==> config.mk <==
export PLATFORM = sky130hd
export DESIGN_NAME = spll_top
export DESIGN_NICKNAME = d
export VERILOG_FILES = /design/src/spll_pkg.sv /design/src/spll_link_if.sv /design/src/spll_link.sv /design/src/spll_top.sv
export SDC_FILE = /design/constraint.sdc
export NUM_CORES = 1
export LEC_CHECK = 0
export BUFFER_PORTS_ARGS = -buffer_cell sky130_fd_sc_hd__buf_4
export CAP_MARGIN = 10
export CORE_MARGIN = 5
export CORE_UTILIZATION = 45
export CTS_CLUSTER_SIZE = 10
export DETAILED_ROUTE_END_ITERATION = 7
export SLEW_MARGIN = 20
export SYNTH_ARGS = -nofsm -noshare
export SYNTH_HDL_FRONTEND = slang
export SYNTH_SLANG_ARGS = --single-unit
==> constraint.sdc <==
create_clock -name core_clk -period 2.39 [get_ports core_clk]
set_input_delay 0 -clock core_clk [delete_from_list [all_inputs] [get_ports core_clk]]
set_output_delay 0 -clock core_clk [all_outputs]
set_load 0.02 [all_outputs]
==> src/spll_pkg.sv <==
package spll_pkg;
   // geometry: 64 sectors; sector number sits low in address byte 0
   localparam int SECTORS = 64;
   localparam int SECT_W = 6;
   localparam int SECT_MSB = 5;

   // opcodes; only the protection read code is fixed by the part
   localparam logic [7:0] OP_RD_PROT = 8'h3c;
   localparam logic [7:0] OP_PROTECT = 8'h36;
   localparam logic [7:0] OP_UNPROTECT = 8'h39;
   localparam logic [7:0] OP_WR_STATUS = 8'h01;
   localparam logic [7:0] OP_RD_STATUS = 8'h05;

   // number of address bytes, counted from zero
   localparam logic [1:0] ADDR_LAST = 2'h2;

   // readback bytes for a protection bit
   localparam logic [7:0] PROT_ON_BYTE = 8'hff;
   localparam logic [7:0] PROT_OFF_BYTE = 8'h00;

   // first status byte layout
   localparam int SR_LOCK_BIT = 7;
   localparam int SR_WP_BIT = 4;
   localparam int SR_SUM_MSB = 3;
   localparam int SR_SUM_LSB = 2;
   localparam int SR_GLOB_MSB = 5;
   localparam int SR_GLOB_LSB = 2;
   localparam logic [3:0] GLOB_UNPROTECT = 4'h0;
   localparam logic [3:0] GLOB_PROTECT = 4'hf;

   // summary encodings
   localparam logic [1:0] SUM_NONE = 2'h0;
   localparam logic [1:0] SUM_SOME = 2'h1;
   localparam logic [1:0] SUM_ALL = 2'h3;

   // reset values: power-up with every sector protected and unlocked
   localparam logic [SECTORS-1:0] PROT_RESET = {SECTORS{1'b1}};
   localparam logic LOCK_RESET = 1'b0;
endpackage

==> src/spll_link_if.sv <==
`timescale 1ns/1ns
interface spll_link_if;
   logic byte_stb;
   logic [7:0] rx_byte;
   logic frame_end;
   logic frame_aligned;
   logic active;
   logic out_en;
   logic [7:0] out_byte;

   modport link
   (
      output byte_stb,
      output rx_byte,
      output frame_end,
      output frame_aligned,
      output active,
      input out_en,
      input out_byte
   );

   modport core
   (
      input byte_stb,
      input rx_byte,
      input frame_end,
      input frame_aligned,
      input active,
      output out_en,
      output out_byte
   );
endinterface

==> src/spll_link.sv <==
`timescale 1ns/1ns
module spll_link
(
   input wire logic core_clk,
   input wire logic reset_n,
   input wire logic sclk,
   input wire logic cs_n,
   input wire logic mosi,
   output logic miso,
   output logic miso_oe_n,
   spll_link_if.link lnk
);

   typedef struct packed {
      logic [1:0] sclk_s;
      logic [1:0] cs_s;
      logic [1:0] mosi_s;
      logic sclk_prev;
      logic act;
      logic [7:0] rx_sh;
      logic [2:0] rx_cnt;
      logic [7:0] tx_sh;
      logic [2:0] tx_cnt;
      logic miso;
      logic drive;
      logic byte_stb;
      logic [7:0] rx_byte;
      logic frame_end;
      logic aligned;
   } spll_link_st_t;

   spll_link_st_t q;
   spll_link_st_t d;
   logic rise;
   logic fall;
   logic active;

   // edges seen on the synchronised clock; pins share the same delay
   assign rise = q.sclk_s[1] & ~q.sclk_prev;
   assign fall = ~q.sclk_s[1] & q.sclk_prev;
   assign active = ~q.cs_s[1];

   // shifter: input on rising edges, output on falling edges, msb first
   always_comb
   begin
      d = q;
      d.sclk_s = {q.sclk_s[0], sclk};
      d.cs_s = {q.cs_s[0], cs_n};
      d.mosi_s = {q.mosi_s[0], mosi};
      d.sclk_prev = q.sclk_s[1];
      d.act = active;
      d.byte_stb = 1'b0;
      d.frame_end = 1'b0;
      if (!active)
      begin
         // release may land mid-byte; partial bits are simply dropped
         if (q.act)
         begin
            d.frame_end = 1'b1;
            d.aligned = (q.rx_cnt == 3'h0);
         end
         d.rx_cnt = 3'h0;
         d.tx_cnt = 3'h0;
         d.drive = 1'b0;
      end
      else
      begin
         if (rise)
         begin
            d.rx_sh = {q.rx_sh[6:0], q.mosi_s[1]};
            d.rx_cnt = q.rx_cnt + 3'h1;
            if (q.rx_cnt == 3'h7)
            begin
               d.byte_stb = 1'b1;
               d.rx_byte = {q.rx_sh[6:0], q.mosi_s[1]};
            end
         end
         if (fall && lnk.out_en)
         begin
            // a fresh byte is taken only at a byte start
            if (q.tx_cnt == 3'h0)
            begin
               d.miso = lnk.out_byte[7];
               d.tx_sh = {lnk.out_byte[6:0], 1'b0};
            end
            else
            begin
               d.miso = q.tx_sh[7];
               d.tx_sh = {q.tx_sh[6:0], 1'b0};
            end
            d.tx_cnt = q.tx_cnt + 3'h1;
            d.drive = 1'b1;
         end
      end
   end

   always_ff @(posedge core_clk)
   begin
      if (!reset_n)
      begin
         q <= '0;
         q.cs_s <= 2'h3;
      end
      else
      begin
         q <= d;
      end
   end

   assign miso = q.miso;
   assign miso_oe_n = ~q.drive;
   assign lnk.byte_stb = q.byte_stb;
   assign lnk.rx_byte = q.rx_byte;
   assign lnk.frame_end = q.frame_end;
   assign lnk.frame_aligned = q.aligned;
   assign lnk.active = q.act;

endmodule // spll_link

==> src/spll_top.sv <==
// Behaviour
// - then repeat FFh if protected, else 00h
// - one bit per sector, 1 means protected
// - chip select release ends read, output floats
// - release allowed anytime, even mid-byte
// - readback ignores the write-protect pin
// - status shows all, some or no sectors protected
// - pin never changes protection bits directly
// - hardware lock needs pin asserted and lock set
// - hardware lock discards protect, unprotect, status write
// - lock bit set freezes every protection bit
// - clearing lock never performs a global operation
// - pin held asserted: only power cycle clears lock
// - pin released: lock set rejects sector commands
// - setting lock may also do global operation
// - software lock can be cleared, hardware cannot
// - lock zero: 00h,7Fh,FFh,F0h,0Fh decode as listed
// - bits 5..2 decoded, not stored; read shows status
`timescale 1ns/1ns
module spll_top
(
   input wire logic core_clk,
   input wire logic reset_n,
   input wire logic sclk,
   input wire logic cs_n,
   input wire logic mosi,
   input wire logic wp_n,
   output logic miso,
   output logic miso_oe_n,
   output logic protection_lock_bit,
   output logic [1:0] protection_summary_bits,
   output logic hw_locked,
   output logic sw_locked
);

   typedef enum logic [2:0] {
      SPLL_CMD = 3'b000,
      SPLL_ADDR = 3'b001,
      SPLL_SEND = 3'b010,
      SPLL_WDATA = 3'b011,
      SPLL_TAIL = 3'b100,
      SPLL_SKIP = 3'b101
   } spll_phase_t;

   typedef struct packed {
      spll_phase_t phase;
      logic [7:0] opcode;
      logic [1:0] addr_cnt;
      logic [spll_pkg::SECT_MSB:0] sector;
      logic [7:0] sr_byte;
      logic cmd_ok;
      logic [spll_pkg::SECTORS-1:0] prot;
      logic lock;
      logic [1:0] wp_s;
      logic out_en;
      logic [1:0] summary;
      logic hw;
      logic sw;
   } spll_st_t;

   spll_st_t q;
   spll_st_t d;
   spll_link_if lnk();
   logic wp_asserted;
   logic hw_now;
   logic [7:0] status_byte;
   logic [3:0] glob;

   spll_link u_link
   (
      .core_clk(core_clk),
      .reset_n(reset_n),
      .sclk(sclk),
      .cs_n(cs_n),
      .mosi(mosi),
      .miso(miso),
      .miso_oe_n(miso_oe_n),
      .lnk(lnk)
   );

   // the pin is only ever used as a gate, never as a write source
   assign wp_asserted = ~q.wp_s[1];
   assign hw_now = wp_asserted & q.lock;
   assign glob = q.sr_byte[spll_pkg::SR_GLOB_MSB:spll_pkg::SR_GLOB_LSB];

   // status readback: written bits 5..2 are replaced by live state
   always_comb
   begin
      status_byte = 8'h00;
      status_byte[spll_pkg::SR_LOCK_BIT] = q.lock;
      status_byte[spll_pkg::SR_WP_BIT] = wp_asserted;
      status_byte[spll_pkg::SR_SUM_MSB:spll_pkg::SR_SUM_LSB] = q.summary;
   end

   // command sequencer, protection store and lock control
   always_comb
   begin
      d = q;
      d.wp_s = {q.wp_s[0], wp_n};
      d.hw = hw_now;
      d.sw = ~wp_asserted & q.lock;
      // summary of stored bits, one cycle behind the store
      if (&q.prot)
      begin
         d.summary = spll_pkg::SUM_ALL;
      end
      else if (|q.prot)
      begin
         d.summary = spll_pkg::SUM_SOME;
      end
      else
      begin
         d.summary = spll_pkg::SUM_NONE;
      end

      if (lnk.frame_end)
      begin
         // commands act on release, and only on a whole number of bytes
         d.phase = SPLL_CMD;
         d.out_en = 1'b0;
         d.cmd_ok = 1'b0;
         if (lnk.frame_aligned && q.cmd_ok && !hw_now)
         begin
            if (q.opcode == spll_pkg::OP_PROTECT)
            begin
               if (!q.lock)
               begin
                  d.prot[q.sector] = 1'b1;
               end
            end
            else if (q.opcode == spll_pkg::OP_UNPROTECT)
            begin
               if (!q.lock)
               begin
                  d.prot[q.sector] = 1'b0;
               end
            end
            else if (q.opcode == spll_pkg::OP_WR_STATUS)
            begin
               d.lock = q.sr_byte[spll_pkg::SR_LOCK_BIT];
               // glob is decoded here and never stored
               if (!q.lock)
               begin
                  if (glob == spll_pkg::GLOB_UNPROTECT)
                  begin
                     d.prot = '0;
                  end
                  else if (glob == spll_pkg::GLOB_PROTECT)
                  begin
                     d.prot = '1;
                  end
               end
            end
         end
      end
      else if (lnk.byte_stb)
      begin
         unique case (q.phase)
            SPLL_CMD:
            begin
               d.opcode = lnk.rx_byte;
               d.addr_cnt = 2'h0;
               if (lnk.rx_byte == spll_pkg::OP_RD_PROT ||
                   lnk.rx_byte == spll_pkg::OP_PROTECT ||
                   lnk.rx_byte == spll_pkg::OP_UNPROTECT)
               begin
                  d.phase = SPLL_ADDR;
               end
               else if (lnk.rx_byte == spll_pkg::OP_WR_STATUS)
               begin
                  d.phase = SPLL_WDATA;
               end
               else if (lnk.rx_byte == spll_pkg::OP_RD_STATUS)
               begin
                  d.phase = SPLL_SEND;
                  d.out_en = 1'b1;
               end
               else
               begin
                  d.phase = SPLL_SKIP;
               end
            end
            SPLL_ADDR:
            begin
               // any address inside the sector selects it
               if (q.addr_cnt == 2'h0)
               begin
                  d.sector = lnk.rx_byte[spll_pkg::SECT_MSB:0];
               end
               d.addr_cnt = q.addr_cnt + 2'h1;
               if (q.addr_cnt == spll_pkg::ADDR_LAST)
               begin
                  if (q.opcode == spll_pkg::OP_RD_PROT)
                  begin
                     d.phase = SPLL_SEND;
                     d.out_en = 1'b1;
                  end
                  else
                  begin
                     d.phase = SPLL_TAIL;
                     d.cmd_ok = 1'b1;
                  end
               end
            end
            SPLL_WDATA:
            begin
               // only the first data byte counts, later ones are ignored
               d.sr_byte = lnk.rx_byte;
               d.cmd_ok = 1'b1;
               d.phase = SPLL_TAIL;
            end
            SPLL_SEND, SPLL_TAIL, SPLL_SKIP:
            begin
               d.phase = q.phase;
            end
            default:
            begin
               d.phase = SPLL_SKIP;
            end
         endcase
      end
   end

   // protection read byte follows the stored bit live, never the pin
   always_comb
   begin
      if (q.opcode == spll_pkg::OP_RD_PROT)
      begin
         lnk.out_byte = q.prot[q.sector] ? spll_pkg::PROT_ON_BYTE :
                        spll_pkg::PROT_OFF_BYTE;
      end
      else
      begin
         lnk.out_byte = status_byte;
      end
   end

   assign lnk.out_en = q.out_en;

   // reset stands in for power cycle: lock clears, sectors protected
   always_ff @(posedge core_clk)
   begin
      if (!reset_n)
      begin
         q <= '0;
         q.phase <= SPLL_CMD;
         q.prot <= spll_pkg::PROT_RESET;
         q.lock <= spll_pkg::LOCK_RESET;
         q.wp_s <= 2'h3;
      end
      else
      begin
         q <= d;
      end
   end

   assign protection_lock_bit = q.lock;
   assign protection_summary_bits = q.summary;
   assign hw_locked = q.hw;
   assign sw_locked = q.sw;

endmodule // spll_top

### After elaboration in Yosys (flattened, before gate mapping)

Index checks and enable logic that the tools add are counted.

* register bits: 142
* output and inout bits: 7

* add/sub/neg operators: 3
* bitwise operators: 18
* eq/ne operators: 26
* mux-type cells: 36
* order comparisons: 2
* reduce and logical (&&, ||, !) cells: 36

Operators with widths (number)
* 64-bit two-way mux: 7
* 65-bit two-way mux: 1
* 64-bit AND: 1
* 64-bit inverter: 1
* 64-bit OR: 1
* 64-bit AND reduction: 1
* 64-bit OR reduction: 1
* 8-bit by 6-bit equality test with 1-bit output (second input constant): 6
* 8-bit two-way mux: 3
* 2-bit inequality test (second input constant): 9
* 8-bit by 1-bit equality test with 1-bit output (second input constant): 2
* 3-bit two-way mux: 5
* 3-bit AND reduction: 5
* 7-bit AND reduction: 2
* 3-bit case mux with 4 select lines: 1
* 1-bit two-way mux: 11
* 1-bit inverter: 11
* 3-bit equality test (second input constant): 3
* 3-bit zero test: 3
* 9-bit two-way mux: 1
* 8-bit by 3-bit equality test with 1-bit output (second input constant): 1
* 2-bit AND reduction: 4
* 4-bit AND reduction: 2
* 6-bit by 7-bit < comparator with 1-bit output (second input constant): 1
* other kinds (24): 38

### Logic depth before layout (Yosys ltp)

* word-level depth: 9
* mapped depth: 8
* mapped depth without buffers: 7

### Modules after synthesis

Synthesis repeated with hierarchy kept, for this count alone.

* cells, all modules: 947
* area total of the unflattened synthesis: 7417.1 um2

Modules (own cells, without submodules)
* spll_top: area an instance 5770.5 um2, instances 1, cells each 773
* spll_link: area an instance 1646.6 um2, instances 1, cells each 174

### Worst setup path before layout

OpenSTA, ideal clock, no wires.

* path kind: flip-flop to flip-flop
* start point: reg q[92] in the netlist's numbering
* end point: reg q[10] in the netlist's numbering
* stages on the path, launching flop included: 9
* arrival time: 1987 ps
* path slack: 266 ps
* path through: dfxtp_1 or3_4 nor3_2 a21oi_1 or4_1 buf_2 clkbuf_1 o21ai_0 nand3_1

* longest elaborated chain between the ends: 3
* elaborated cells on any way between the ends: 11

Ends and longest elaborated chain
* from (decl): RTL line spll_top.sv:61 `spll_st_t q;`
* 8-bit by 6-bit equality test with 1-bit output, or another cell as far along: RTL line spll_top.sv:124 `if (q.opcode == spll_pkg::OP_PROTECT)`
* 4-bit nonzero test (no source line), or another cell as far along
* 7-bit AND reduction (no source line) / 64-bit two-way mux (equally long branches)

Parallel ways exist; a longest one is shown, timed or not.
A chain may end at the register's enable or synchronous reset.

### Worst setup path in the final report

* start point: reg q[83] in the netlist's numbering
* end point: reg u_link.q (netlist bit u_link.miso)

* longest elaborated chain between the ends: 5

Ends and longest elaborated chain
* 1-bit binary-select mux with 6-bit select: RTL line spll_top.sv:229 `lnk.out_byte = q.prot[q.sector] ? spll_pkg::PROT_ON_BYTE :`
* 1-bit two-way mux (implied by the code): RTL line spll_top.sv:229
* 8-bit two-way mux: RTL line spll_top.sv:229
* 8-bit two-way mux: RTL line spll_top.sv:227 `if (q.opcode == spll_pkg::OP_RD_PROT)`
* 1-bit two-way mux: RTL line spll_link.sv:81 `if (q.tx_cnt == 3'h0)`
* to (decl): RTL line spll_link.sv:32 `spll_link_st_t q;`

No other way between the ends. The select of a mux whose other input is x is not followed.

==> impl_results.md <==
- Data arrival, critical path: 2.55 ns
- Worst slew pin tran: 0.6348 ns
- Synth Instances: 903
- Routed WL: 20570 µm
- Vias in the first global route: 6224
- Combinational share of power: 1.6%
- Grt ovf: 0
- Initial Util: 45.87%
- Peak supply drop: 0.0005077 V
- Clk buf depth: 2
- Tcrit/Tclk final: 93.56%
- Syn Area/Cell: 7.694 µm²
- WS Path Type: register to register
- Cell breakdown of the critical path: buf_12 -> mux2i_1 -> o22ai_1 -> o31ai_1 -> o211ai_1 -> o41ai_2 -> buf_4 -> o21ai_0
- # setup viols final: 0
- Main combinational cell family by area after synthesis: simple AND/OR/NAND/NOR gates
- Post-synth cell types: 55
- Clk Latency, worst-skew pair: 0.44 ns
- CTS root buffer: clkbuf_16
- Sequential area share after synthesis: 39.76%
- DRT Pass-1 Iters: 5
- Yosys warning total: 0
- RSZ-0062 raised after global routing: no
- Die W: 134.3 µm
- Crit path max fanout: 20
- Vias per inst: 6.081
- Worst setup slack after layout: 0.1538 ns
- Synth Area in Simple Gates: 29.19%
- #FFs+latches synth: 138
- Number of max-cap violations: 0
- Fin. Hold Viols: 0
- Clock share of power: 53.2%
- Gpl congestion: 1.012
- Worst hold slack: 0.2994 ns
- Row count: 45
- Synth Area in XOR/XNOR: 0.6303%
- DPL Wire Length: 13590 µm
- Placed insts: 1060
- Initial antenna violation count: 0
- Area Overhead vs Synth: 13.34%
- GRT Util Overall: 23.10%
- Dpl ws: 0.1085 ns
- Finished Core Util: 52.00%
- Mapped Nets: 916
- Most frequent cells in the layout: 153 x nor2_1, 136 x dfxtp_1, 131 x o21ai_0
- Commonest non-fill, non-tap cell in the layout: nor2_1
- Crit path required time: 2.70 ns
- Fin cells: 1097
- Cell Pwr Density: 650.2 nW/µm²
- Inserted Diodes: 0
- Starting DRT DRC Count: 808
- Synth Flop Type: dfxtp_1
- Slew Viols, Final: 0
- Mux cell area share after synthesis: 6.987%
- Static leakage power: 2.812 nW
- Design area: 7875 µm²
- Async set-reset flop share out of synthesis: 0%
- Max frequency: 0.4472 GHz
- Num CTS Buffers: 17
- WL per Instance: 18.75 µm
- Internal power: 3.922 mW
- Port Buffer Count: 12
- H-tree Lvls: 4
- Flop pwr share: 45.2%
- Post-CTS Setup Inserts: 0
- IO Count: 13
- Power, Total: 5.121 mW
- Largest net degree at the start of global routing: 65
- Slowest cell on crit path: dfxtp_1
- Net switching power: 1.198 mW
- Vias: 6671
- Worst hold path type: input pin to register
- Total negative slack: 0 ns
- Endpoint class of the critical path: register
- Die ar.: 18020 µm²
- Proportion of layout cells with a drive suffix above 1: 9.021%
- Outcome: finished, final reports clean
- Remaining antenna violation count: 0
- First-pass GRT wire length: 33290 µm
- CP Launch Type: register
- Rel. slew slack: 57.68%
- CP peak stage delay: 0.50 ns
- CTS tree: done
- Worst Skew: 0.01270 ns
- Clock Sinks: 138
- Switching share of power: 23.40%
- Post-route DRC: 0
- Post-synthesis cell area: 6948 µm²
- DP Area: 7221 µm²
- Synth Area in Adders: 1.261%
- Core area: 15150 µm²
- Period minus WS final: 2.236 ns
- R2r setup slk: 0.15 ns
- Post-synth EDFFs: 0
- Compound-Gate Fraction of Synth Area: 17.32%
- CTS clk-pin slew, worst paths: 0.07 ns
- Fin nets: 909
- Die Span Y: 134.3 µm
## synthesized netlist by cell type (2+ instances only)
cell / number / area [µm²]
o211ai_1: 3 / 22.52
xnor2_1: 4 / 35.03
a32oi_1: 3 / 26.28
o22ai_1: 9 / 56.30
nor2b_1: 33 / 206.5
and3_1: 3 / 18.77
nand3b_1: 6 / 45.04
nand3_1: 78 / 390.4
o311ai_0: 2 / 17.52
a221o_1: 2 / 20.02
a21boi_0: 11 / 82.58
nand4_1: 20 / 125.1
buf_2: 6 / 30.03
mux4_2: 2 / 45.04
and2_1: 8 / 50.05
o21ai_0: 133 / 665.6
buf_1: 2 / 7.510
buf_4: 2 / 15.01
mux2i_1: 44 / 440.4
inv_1: 16 / 60.06
o21ai_1: 11 / 55.05
nor4_1: 23 / 143.9
a21oi_1: 11 / 55.05
or4_1: 4 / 30.03
a31oi_1: 5 / 31.28
or3_1: 2 / 12.51
clkbuf_2: 5 / 25.02
dfxtp_1: 138 / 2763
ha_1: 7 / 87.58
nand2b_1: 11 / 68.82
a22oi_1: 5 / 37.54
clkbuf_1: 50 / 187.7
or3b_2: 4 / 35.03
nand2_1: 59 / 221.5
nor2_1: 153 / 574.3
nor3_1: 4 / 20.02
o31ai_1: 2 / 15.01
nor4bb_1: 2 / 20.02
a32o_1: 2 / 20.02
o221ai_1: 3 / 26.28
## layout make-up
class                           instances  area, µm²
Fill cell                            1424       7271
Inverter                               16      60.06
Multi-Input combinational cell        683       3850
Sequential cell                       138       2765
Clock buffer                           17      425.4
Tap cell                              188      235.2
Timing Repair Buffer                   40      362.8
Clock inverter                         15      176.4
## kinds of logic after synthesis
group,Yosys count
compound gates,208
mux,46
simple gates,417
xor+xnor,5
fa+ha+maj,7
flops,138
buf+inv,82
## per-layer routing
metal	vias up	routed length [µm]	GRT usage (%)
met5	-	0	0
met4	0	478	8.145
met2	246	9258	34.83
met1	3204	9423	32.90
met3	49	1408	4.614
li1	3172	-	-
## sequential cells by signal (all words and copies together) (netlist names), 2 cells and up
signal / count
glob: 4
u_link.d: 4
protection_summary_bits: 2
q: 86
u_link.lnk.rx_byte: 8
u_link.q: 24
## what timing repair did
action | 4_1_cts | 5_1_grt
hold endpoints to repair | 19 | 0
setup endpoints to repair | 0 | 14
hold buffers | 5 | 0
resized for setup | 0 | 4
## worst paths after layout
kind	start	endpoint	depth (start not counted)
setup / recovery	q[83]	u_link.miso	8
hold reg to reg	d[6]	q[6]	1
hold / removal	cs_n	u_link.d[40]	3
setup reg to reg	q[83]	u_link.miso	8
## critical path: cells and delay by family (launching register included)
family	cells	cell delay, ns
flops	1	0.50
buf+inv	2	0.42
compound gates	5	0.92
mux	1	0.27
## power groups by stage
| stage | sequential (mW) | clock [mW] | combinational (mW) |
|---|---|---|---|
| after global placement | 2.37 | 0 | 0.0720 |
| final | 2.32 | 2.72 | 0.0802 |
| after CTS | 2.32 | 2.77 | 0.0801 |
| after detailed placement | 2.37 | 0 | 0.0730 |
| after global routing | 2.32 | 2.86 | 0.0861 |
| after floorplan | 2.36 | 0 | 0.0524 |
Note: power is estimated with default switching activity, not from simulation.
